--- src/inc/afmc_cfg.svh ---
// constants of the acquisition mode and multiplexer control block
`ifndef AFMC_CFG_SVH
`define AFMC_CFG_SVH
`define AFMC_SEL_MODE_BIT   4
`define AFMC_SEL_SWAP_BIT   3
`define AFMC_CFG5_BUSY_BIT  7
`define AFMC_CFG5_SEL_LSB   1
`define AFMC_CFG5_REF_BIT   0
`define AFMC_EN_MOD_BIT     0
`define AFMC_RESULT_RST     16'h0000
`define AFMC_CFG5_RST       8'h00
`define AFMC_START_READ     1'h0
`define AFMC_GAIN_ONE       4'h1
`define AFMC_GAIN_TWO       4'h2
`define AFMC_GAIN_FIVE      4'h5
`define AFMC_GAIN_TEN       4'hA
`define AFMC_OFF2_MAG_MAX   3'h5
`define AFMC_GAIN3_UNITY    7'h0C
`define AFMC_REF_PAIR_LOW_P 4'h2
`define AFMC_REF_PAIR_LOW_N 4'h1
`define AFMC_REF_PAIR_HI_P  4'h8
`define AFMC_REF_PAIR_HI_N  4'h4
`endif

--- src/inc/afmc_pkg.sv ---
// types of the acquisition mode and multiplexer control block
package afmc_pkg;
  typedef enum logic [1:0] {
    AFMC_IDLE = 2'b01,
    AFMC_RUN  = 2'b10
  } afmc_state_t;

  typedef struct packed {
    logic [4:0] input_select_code;
    logic       reference_select_bit;
    logic [3:0] enable_field;
    logic       stage1_gain_bit;
    logic [1:0] stage2_gain_code;
    logic [3:0] stage2_offset_code;
    logic [6:0] stage3_gain_code;
    logic [6:0] stage3_offset_code;
  } afmc_cfg_t;

  typedef struct packed {
    logic [7:0] pos_line;
    logic [7:0] neg_line;
    logic [3:0] ref_pos;
    logic [3:0] ref_neg;
  } afmc_mux_t;

  typedef struct packed {
    logic              mod_enable;
    logic [2:0]        stage_bypass;
    logic [3:0]        gain1;
    logic [3:0]        gain2;
    logic signed [3:0] offset2_fifths;
    logic [6:0]        gain3_twelfths;
    logic signed [6:0] offset3_twelfths;
  } afmc_amp_t;
endpackage

--- src/afmc_ctrl.sv ---
// acquisition mode sequencing and front-end multiplexer and amplifier decode
// Notes on behaviour
// one continuous-mode bit picks continuous or on-request operation
// continuous mode starts the next conversion right after the previous ends
// each finished conversion stores its result and pulses one completion trigger
// on-request mode starts only on the start bit, same sequence as continuous
// selector mode 0 forms pairs 1-0, 3-2, 5-4, 7-6 from the low two bits
// selector mode 1 takes the chosen input against input 0
// select bit 3 swaps positive and negative inputs
// select code sits at bits 5..1 of config word five, drives the mux
// reference bit 0 picks pair 1-0, 1 picks pair 3-2
// enable bit 0 runs the modulator, bits 1..3 the stages; off means bypass
// software should drop the modulator enable while idle to save power
// stage one gain bit gives gain 1 or 10
// stage two gain code gives 1, 2, 5, 10
// stage two offset is sign-magnitude in steps of 0.2, up to one
// stage three gain is the code over twelve
// stage three offset is sign-magnitude twelfths, both zero codes mean zero
// start reads as 0; a start during a conversion runs after it ends
// busy reads 1 while a conversion runs
// dropping continuous mode lets the running conversion finish and stop
`include "afmc_cfg.svh"
`timescale 1ns/100ps
`default_nettype none
module afmc_ctrl (
  input  wire logic             clk_sys,
  input  wire logic             rstn,
  input  wire logic             clk_en,
  input  wire logic             cont_mode,
  input  wire logic             start_req,
  input  wire logic             conv_done,
  input  wire logic [15:0]      conv_data,
  input  wire afmc_pkg::afmc_cfg_t cfg,
  output logic                  conv_start,
  output logic                  done_trig,
  output logic                  busy,
  output logic [15:0]           result,
  output logic                  start_bit_readback,
  output logic [7:0]            acq_config_word_five,
  output afmc_pkg::afmc_mux_t   mux,
  output afmc_pkg::afmc_amp_t   amp
);

  afmc_pkg::afmc_state_t state_reg;
  afmc_pkg::afmc_state_t state_next;
  logic                  pend_reg;
  logic                  pend_next;
  logic                  go_reg;
  logic                  go_next;
  logic                  done_reg;
  logic                  done_next;
  logic                  busy_reg;
  logic                  busy_next;
  logic [15:0]           result_reg;
  logic [15:0]           result_next;
  logic                  start_rd_reg;
  logic [7:0]            cfg5_reg;
  logic [7:0]            cfg5_next;
  afmc_pkg::afmc_mux_t   mux_reg;
  afmc_pkg::afmc_mux_t   mux_next;
  afmc_pkg::afmc_amp_t   amp_reg;
  afmc_pkg::afmc_amp_t   amp_next;
  logic [2:0]            p_idx;
  logic [2:0]            n_idx;
  logic [7:0]            pos_vec;
  logic [7:0]            neg_vec;
  logic [2:0]            mag2;
  logic [3:0]            mag2_w;
  logic [6:0]            mag3_w;

  // conversion sequencer
  always_comb
  begin
    state_next  = state_reg;
    pend_next   = pend_reg | start_req;
    go_next     = 1'b0;
    done_next   = 1'b0;
    result_next = result_reg;
    unique case (state_reg)
      afmc_pkg::AFMC_IDLE:
      begin
        if (cont_mode || pend_next) // see
        begin
          state_next = afmc_pkg::AFMC_RUN;
          go_next    = 1'b1;
          pend_next  = 1'b0;
        end
      end
      afmc_pkg::AFMC_RUN:
      begin
        if (conv_done)
        begin
          result_next = conv_data;
          done_next   = 1'b1;
          if (cont_mode || pend_next) // see
          begin
            go_next   = 1'b1;
            pend_next = pend_reg & start_req;
          end
          else
          begin
            state_next = afmc_pkg::AFMC_IDLE;
          end
        end
      end
    endcase
    busy_next = (state_next == afmc_pkg::AFMC_RUN);
  end

  always_ff @(posedge clk_sys)
  begin
    if (!rstn)
    begin
      state_reg    <= afmc_pkg::AFMC_IDLE;
      pend_reg     <= 1'b0;
      go_reg       <= 1'b0;
      done_reg     <= 1'b0;
      busy_reg     <= 1'b0;
      result_reg   <= `AFMC_RESULT_RST;
      start_rd_reg <= `AFMC_START_READ;
    end
    else if (clk_en)
    begin
      state_reg    <= state_next;
      pend_reg     <= pend_next;
      go_reg       <= go_next;
      done_reg     <= done_next;
      busy_reg     <= busy_next;
      result_reg   <= result_next;
      start_rd_reg <= `AFMC_START_READ;
    end
  end

  // input selector decode
  always_comb
  begin
    if (cfg.input_select_code[`AFMC_SEL_MODE_BIT])
    begin
      p_idx = cfg.input_select_code[2:0];
      n_idx = 3'h0;
    end
    else
    begin
      p_idx = {cfg.input_select_code[1:0], 1'b1};
      n_idx = {cfg.input_select_code[1:0], 1'b0};
    end
    if (cfg.input_select_code[`AFMC_SEL_SWAP_BIT])
    begin
      p_idx = n_idx;
      n_idx = cfg.input_select_code[`AFMC_SEL_MODE_BIT] ? cfg.input_select_code[2:0]
                                                         : {cfg.input_select_code[1:0], 1'b1};
    end
  end

  genvar gi;
  generate
    for (gi = 0; gi < 8; gi++)
    begin : g_line
      assign pos_vec[gi] = (p_idx == 3'(gi));
      assign neg_vec[gi] = (n_idx == 3'(gi));
    end
  endgenerate

  always_comb
  begin
    mux_next.pos_line = pos_vec;
    mux_next.neg_line = neg_vec;
    mux_next.ref_pos  = cfg.reference_select_bit ? `AFMC_REF_PAIR_HI_P
                                                 : `AFMC_REF_PAIR_LOW_P;
    mux_next.ref_neg  = cfg.reference_select_bit ? `AFMC_REF_PAIR_HI_N
                                                 : `AFMC_REF_PAIR_LOW_N;
    cfg5_next = {busy_next, 1'b0, cfg.input_select_code, cfg.reference_select_bit};
  end

  // amplifier decode
  always_comb
  begin
    mag2   = (cfg.stage2_offset_code[2:0] > `AFMC_OFF2_MAG_MAX) ? `AFMC_OFF2_MAG_MAX
                                                                : cfg.stage2_offset_code[2:0];
    mag2_w = {1'b0, mag2};
    mag3_w = {1'b0, cfg.stage3_offset_code[5:0]};
    amp_next.mod_enable   = cfg.enable_field[`AFMC_EN_MOD_BIT];
    amp_next.stage_bypass = ~cfg.enable_field[3:1];
    amp_next.gain1 = cfg.stage1_gain_bit ? `AFMC_GAIN_TEN : `AFMC_GAIN_ONE;
    unique case (cfg.stage2_gain_code)
      2'b00: amp_next.gain2 = `AFMC_GAIN_ONE;
      2'b01: amp_next.gain2 = `AFMC_GAIN_TWO;
      2'b10: amp_next.gain2 = `AFMC_GAIN_FIVE;
      2'b11: amp_next.gain2 = `AFMC_GAIN_TEN;
    endcase
    amp_next.offset2_fifths = cfg.stage2_offset_code[3] ? 4'(-mag2_w) : mag2_w;
    amp_next.gain3_twelfths = cfg.stage3_gain_code;
    amp_next.offset3_twelfths = cfg.stage3_offset_code[6] ? 7'(-mag3_w) : mag3_w;
    if (!cfg.enable_field[1])
    begin
      amp_next.gain1 = `AFMC_GAIN_ONE;
    end
    if (!cfg.enable_field[2])
    begin
      amp_next.gain2          = `AFMC_GAIN_ONE;
      amp_next.offset2_fifths = 4'sh0;
    end
    if (!cfg.enable_field[3])
    begin
      amp_next.gain3_twelfths   = `AFMC_GAIN3_UNITY;
      amp_next.offset3_twelfths = 7'sh00;
    end
  end

  always_ff @(posedge clk_sys)
  begin
    if (!rstn)
    begin
      mux_reg  <= '0;
      amp_reg  <= '0;
      cfg5_reg <= `AFMC_CFG5_RST;
    end
    else if (clk_en)
    begin
      mux_reg  <= mux_next;
      amp_reg  <= amp_next;
      cfg5_reg <= cfg5_next;
    end
  end

  assign conv_start           = go_reg;
  assign done_trig            = done_reg;
  assign busy                 = busy_reg;
  assign result               = result_reg;
  assign start_bit_readback   = start_rd_reg;
  assign acq_config_word_five = cfg5_reg;
  assign mux                  = mux_reg;
  assign amp                  = amp_reg;
endmodule // afmc_ctrl
`default_nettype wire

--- config.mk ---
export PLATFORM = sky130hd
export DESIGN_NAME = afmc_ctrl
export DESIGN_NICKNAME = d
export VERILOG_FILES = /design/src/inc/afmc_pkg.sv /design/src/afmc_ctrl.sv
export VERILOG_INCLUDE_DIRS = /design/src /design/src/inc
export SDC_FILE = /design/constraint.sdc
export NUM_CORES = 1
export LEC_CHECK = 0
export BUFFER_PORTS_ARGS = -buffer_cell sky130_fd_sc_hd__buf_4
export CAP_MARGIN = 25
export CORE_AREA = 2 2 85 87
export DETAILED_ROUTE_END_ITERATION = 7
export DIE_AREA = 0 0 87 89
export PLACE_DENSITY = 0.79
export SYNTH_ARGS = -nofsm -noshare
export SYNTH_HDL_FRONTEND = slang
export SYNTH_SLANG_ARGS = --single-unit
export TNS_END_PERCENT = 50
--- constraint.sdc ---
create_clock -name clk_sys -period 1.6 [get_ports clk_sys]
set_input_delay 0.32 -clock clk_sys [delete_from_list [all_inputs] [get_ports clk_sys]]
set_output_delay 0.32 -clock clk_sys [all_outputs]
set_load 0.02 [all_outputs]
==> results_dict.tcl, run 1 <==
set metrics [dict create \
    antenna_found_initial 0 \
    pwr-share-clk_pct 36.6 \
    slowest_delay_ns 0.48 \
    synthAdderAreaFrac_pct 0.390 \
    ys_ff_latch 73 \
    htreeDepth 3 \
    fp.dieW_um 87 \
    cts_tree "yes" \
    tightest_slew_ns 0.561 \
    place_area_um2 4120 \
    path_clk_slew_ns 0.08 \
    instances_no_fill 550 \
    maxSlewViolCount 0 \
    yosysTopAreaCell "dfxtp_1" \
    antenna_left 0 \
    row_count 30 \
    r2r_cells 4 \
    grt_overflow 0 \
    io_buffers 127 \
    p_per_area_nw_per_um2 930 \
    grt_pass1_vias 2544 \
    fin_total_pwr_mw 4.02 \
    initial_core_util_pct 47.8 \
    place_hpwl_um 5620 \
    worstPathRequired_ns 1.87 \
    ys_seq_area_share_pct 45.5 \
    synth-simple-area-share_pct 20.8 \
    relSlewSlack_pct 62.6 \
    fin_skew_ns 0.00672 \
    pwr-share-comb_pct 15.5 \
    clk_path_buf_depth 2 \
    synth_top_family_by_area "compound AO/OA/AOI/OAI gates" \
    dieHeight_um 89 \
    cts_buffers 9 \
    synth_top_area_share_pct 45.5 \
    finalSetupViolations 0 \
    worstSkewPairLatency_ns 0.34 \
    crit_type "reg2reg" \
    cp_cell_sequence "nand2b_2 > or2_1 > nand2_1 > a21boi_0" \
    dr_total_vias 2840 \
    netSwitchingFraction_pct 26.7 \
    cts.repair_timing.setup_buffer_count 0 \
    maxCapViolCount 0 \
    fmax_mhz 736 \
    status "completed" \
    cts_hold_buf 0 \
    drt_iter0_markers 75 \
    fin_crit_ns 1.36 \
    syn_area_um2 3210 \
    fin_tns_setup_ns 0 \
    largest_reg_flops 28 \
    core_um2 6720 \
    r2r-start "state_reg[0]" \
    synth_area_leaders "dfxtp_1 (46%), nand2_1 (5.7%), nor2b_1 (4.5%)" \
    synthMuxAreaShare_pct 2.49 \
    drc 0 \
    cts_root_buf "clkbuf_8" \
    avgSynthCellArea_um2 9.12 \
    yosysWarnings 0 \
    synth-xor-area-share_pct 1.09 \
    power.switching_mw 1.08 \
    pre_cts_ws_ns 0.188 \
    finalHoldViolCount 0 \
    ff2ff_setup_slack_ns 0.24 \
    p_leak_nw 1.92 \
    grt_pass1_wl_um 11800 \
    cts_resized 0 \
    viasPerCell 5.16 \
    syn2layout_area_growth_pct 34.6 \
    layout.nets 519 \
    wl_per_cell_um 13.9 \
    critPathSlowestCell "or2_1" \
    gp_congestion 0.759 \
    fin_area_um2 4320 \
    worstSetupStartpoint "state_reg[0]" \
    hp-class "in2reg" \
    timing.final.ws_setup_ns 0.241 \
    worstPathMaxFanout 17 \
    ir_worst_vdd_v 0.000461 \
    dp_cells 534 \
    rr_endpoint "result[0]" \
    worstSetupEndpoint "result[0]" \
    grt_max_degree 55 \
    first_pass_iters 4 \
    ioPinCount 135 \
    synth_compound_area_share_pct 21.7 \
    antenna_cells 0 \
    ys_types 53 \
    postSynthCellCount 352 \
    start_kind "flop" \
    die-area_um2 7740 \
    cp.arrival_ns 1.63 \
    end_kind "flop" \
    intPower_mw 2.95 \
    min_period_over_period_pct 84.9 \
    rsz0062_at_grt "no" \
    drt_wl_total_um 7670 \
    track_usage_pct 19.4 \
    p_seq_share_pct 47.8 \
    cts.sinks 73 \
    drive_gt1_share_pct 33.4 \
]
## placed cells by master (no fill, tap or decap), drive strengths merged, types with 9 or more instances in the layout
cell / synthesis / routed
buf: 28 / 132
clkbuf: 8 / 10
nor2b: 23 / 23
inv: 9 / 10
and2: 13 / 13
nand2: 50 / 50
a21boi: 29 / 29
dfxtp: 73 / 73
nand3: 11 / 11
a21oi: 10 / 10
o21ai: 14 / 14
a22oi: 9 / 9
## per-stage QoR
stage	hold WS [ns]	util [%]
after detailed placement	0.447	61.3
final	0.150	64.3
after floorplan	0.414	-
after global routing	0.136	64.3
after global placement	0.440	61.3
after CTS	0.138	64.3
## worst min-delay path by stage
stage                  to  startpoint  depth (start not counted)
6_report           mux[0]     cfg[25]                          2
5_1_grt            mux[0]     cfg[25]                          2
4_1_cts            mux[0]     cfg[25]                          2
3_5_place_dp   result[10]  result[10]                          2
3_3_place_gp   result[14]  result[14]                          2
2_1_floorplan      mux[0]     cfg[25]                          1
## cell usage after synthesis (all sizes together)
| master | number |
|---|---|
| or2b | 1 |
| and2b | 3 |
| a22oi | 9 |
| o221a | 2 |
| dfxtp | 73 |
| ha | 1 |
| xnor2 | 2 |
| nor2 | 7 |
| nand2 | 50 |
| o32ai | 4 |
| nand3 | 11 |
| nand4 | 2 |
| or2 | 1 |
| mux2i | 8 |
| o21a | 3 |
| and2 | 13 |
| nand2b | 5 |
| a21boi | 29 |
| o221ai | 1 |
| and3b | 1 |
| nand4b | 2 |
| o2111ai | 1 |
| or3 | 1 |
| o211ai | 1 |
| clkbuf | 8 |
| o21ai | 14 |
| nand3b | 2 |
| a22o | 1 |
| conb | 1 |
| inv | 9 |
| a21o | 1 |
| buf | 28 |
| nor2b | 23 |
| o2bb2ai | 7 |
| o211a | 5 |
| a21oi | 10 |
| o31ai | 4 |
| nor3 | 2 |
| a311o | 1 |
| xor2 | 2 |
| a32o | 1 |
| and3 | 2 |
## cell families after synthesis
logic type / count (synthesis)
AO/OA/AOI/OAI: 94
XOR/XNOR: 4
adder cells (fa/ha/maj): 1
buffers and inverters: 45
flip-flops: 73
multiplexers: 8
other: 1
AND/OR/NAND/NOR: 126
## critical path, delay by kind of cell (launching register included)
kind | cells | cell delay, ns
DFF | 1 | 0.35
and+or+nand+nor | 3 | 0.76
AOI/OAI and AO/OA | 1 | 0.17
## cell type report
| class | instances | area (um^2) |
|---|---|---|
| fillers | 582 | 2400 |
| clock inverters | 6 | 66.3 |
| repair buffers | 132 | 1000 |
| multi-input cells | 240 | 1520 |
| flip-flops and latches | 73 | 1460 |
| inverters | 9 | 33.8 |
| well taps | 80 | 100 |
| clock buffers | 10 | 138 |
## power groups by stage
stage	combinational [mW]	clock, mW	sequential [mW]
finish	0.625	1.47	1.92
global route	0.677	1.59	1.93
CTS	0.629	1.50	1.92
detailed placement	0.627	0	1.97
global placement	0.618	0	1.96
floorplan	0.290	0	2.04
## routing by layer
| metal | share of wire, % | global-route usage (%) | vias to the layer above |
|---|---|---|---|
| met3 | 9.6 | 6.46 | 10 |
| met1 | 45 | 24.5 | 1304 |
| li1 | - | - | 1419 |
| met2 | 44 | 30.4 | 107 |
| met5 | 0 | 0 | - |
| met4 | 1.2 | 8.52 | 0 |
(Power assumes the default switching activity.)
==> inputs of run 2 (changes only) <==
- CORE_AREA: 2 2 85 87 -> 2 2 90 92
- DIE_AREA: 0 0 87 89 -> 0 0 92 94
- PLACE_DENSITY: 0.79 -> 0.74
- clock period: 1.6 -> 1.2 ns (I/O delays scaled with it)
==> results_dict.tcl, run 2 (synthesis gave the netlist of run 1 again) <==
set metrics [dict create \
    status "completed" \
    whs_ns 0.0810 \
    viasPerCell 4.87 \
    path_clk_slew_ns 0.08 \
    intPower_mw 4.40 \
    place_hpwl_um 5900 \
    track_usage_pct 17.9 \
    syn2layout_area_growth_pct 43.8 \
    worstSetupStartpoint "amp[23]" \
    final_cell_mix "buf_4 (148), dfxtp_1 (72), nand2_1 (49)" \
    start_kind "flop" \
    fp.dieW_um 92 \
    maxSlewViolCount 0 \
    worstSkewPairLatency_ns 0.33 \
    use_met1_pct 23.8 \
    power.switching_mw 1.44 \
    crit_type "reg2out" \
    cts_buffers 9 \
    cp_cell_sequence "buf_4" \
    drt_iter0_markers 123 \
    antenna_found_initial 0 \
    grt_use_met3_pct 6.02 \
    initial_core_util_pct 42.2 \
    critPathSlowestCell "dfxtp_1" \
    row_count 32 \
    holdPathEnd "mux[0]" \
    pwr-share-comb_pct 15.4 \
    first_pass_iters 5 \
    pre_cts_ws_ns -0.119 \
    final_core_util_pct 60.7 \
    maxCapViolCount 0 \
    grt_pass1_vias 2601 \
    cts_hold_buf 0 \
    cp_top_family "flip-flops" \
    dp_cells 575 \
    grt_overflow 0 \
    timing.final.ws_setup_ns 0.0764 \
    gr-max-usage-layer "met2" \
    grt_pass1_wl_um 12500 \
    cts_tree "yes" \
    fin_crit_ns 1.12 \
    gp_congestion 0.798 \
    ioPinCount 135 \
    die-area_um2 8650 \
    p_leak_nw 2.07 \
    worstPathMaxFanout 3 \
    end_kind "primary output" \
    antenna_left 0 \
    grt_max_degree 29 \
    pwr-share-clk_pct 40.6 \
    dr_total_vias 2886 \
    ff2ff_setup_slack_ns 0.09 \
    r2r_cells 5 \
    p_per_area_nw_per_um2 1260 \
    io_buffers 127 \
    fin_tns_setup_ns 0 \
    ir_worst_vdd_v 0.000691 \
    finalHoldViolCount 0 \
    fmax_mhz 890 \
    drive_gt1_share_pct 36.7 \
    rsz0062_at_grt "no" \
    wl_per_cell_um 13.4 \
    drt_wl_total_um 7960 \
    cts_root_buf "clkbuf_8" \
    cp.arrival_ns 0.88 \
    final_common_cell "buf_4" \
    rr_endpoint "result[14]" \
    cts.sinks 73 \
    clk_path_buf_depth 2 \
    core_um2 7610 \
    largest_reg_flops 28 \
    antenna_cells 0 \
    finalSetupViolations 0 \
    min_from "cfg[25]" \
    instances_no_fill 593 \
    dieHeight_um 94 \
    p_seq_share_pct 44.0 \
    hp-class "in2reg" \
    min_period_over_period_pct 93.6 \
    r2r-start "state_reg[0]" \
    hold_depth 2 \
    drc 0 \
    netSwitchingFraction_pct 24.6 \
    worst-path-buf-inv 1 \
    layout.nets 540 \
    slowest_delay_ns 0.39 \
    htreeDepth 3 \
    fin_skew_ns 0.00532 \
    worstPathRequired_ns 0.96 \
    grt_use_met2_pct 28.0 \
]
## run 2: timing repair
action	in CTS	in global routing
resized for setup	1	4
pin swaps	1	2
cloned	0	1
endpoints found under the setup margin	16	12
setup buffers	2	0
## run 2: power groups by stage
stage / logic, mW / registers, mW / clock network, mW
detailed placement: 0.897 / 2.62 / 0
global placement: 0.881 / 2.62 / 0
finish: 0.898 / 2.57 / 2.37
CTS: 0.902 / 2.57 / 2.42
global route: 0.975 / 2.58 / 2.54
floorplan: 0.388 / 2.72 / 0
## run 2: final cells by class
cell class	instances	area [um^2]
Clock buffer	10	138
Timing Repair Buffer	153	1220
Clock inverter	6	113
Tap cell	102	128
Multi-Input combinational cell	240	1530
Inverter	9	33.8
Fill cell	685	2990
Sequential cell	73	1460
## run 2: worst max path at each step
stage | to | slack [ns] | cells past startpoint
6_report | amp[23] | 0.08 | 1
3_5_place_dp | result[1] | -0.12 | 5
3_3_place_gp | amp[2] | -0.06 | 7
5_1_grt | result[5] | 0.02 | 4
2_1_floorplan | amp[2] | 0.05 | 6
4_1_cts | result[4] | 0.02 | 4
## run 2: metrics by stage
stage                     total power [mW]  area [um^2]
final                                 5.84         4620
after global routing                  6.09         4620
after CTS                             5.89         4600
after detailed placement              3.52         4320
after global placement                3.50         4320
after floorplan                       3.11         3240
## run 2: routing by layer
metal  vias up  part of all wire [%]  wire, um
li1       1467                     -         -
met1      1311                    47      3720
met2       100                    44      3510
met3         8                   8.3       657
met4         0                  0.89        71
met5         -                     0         0
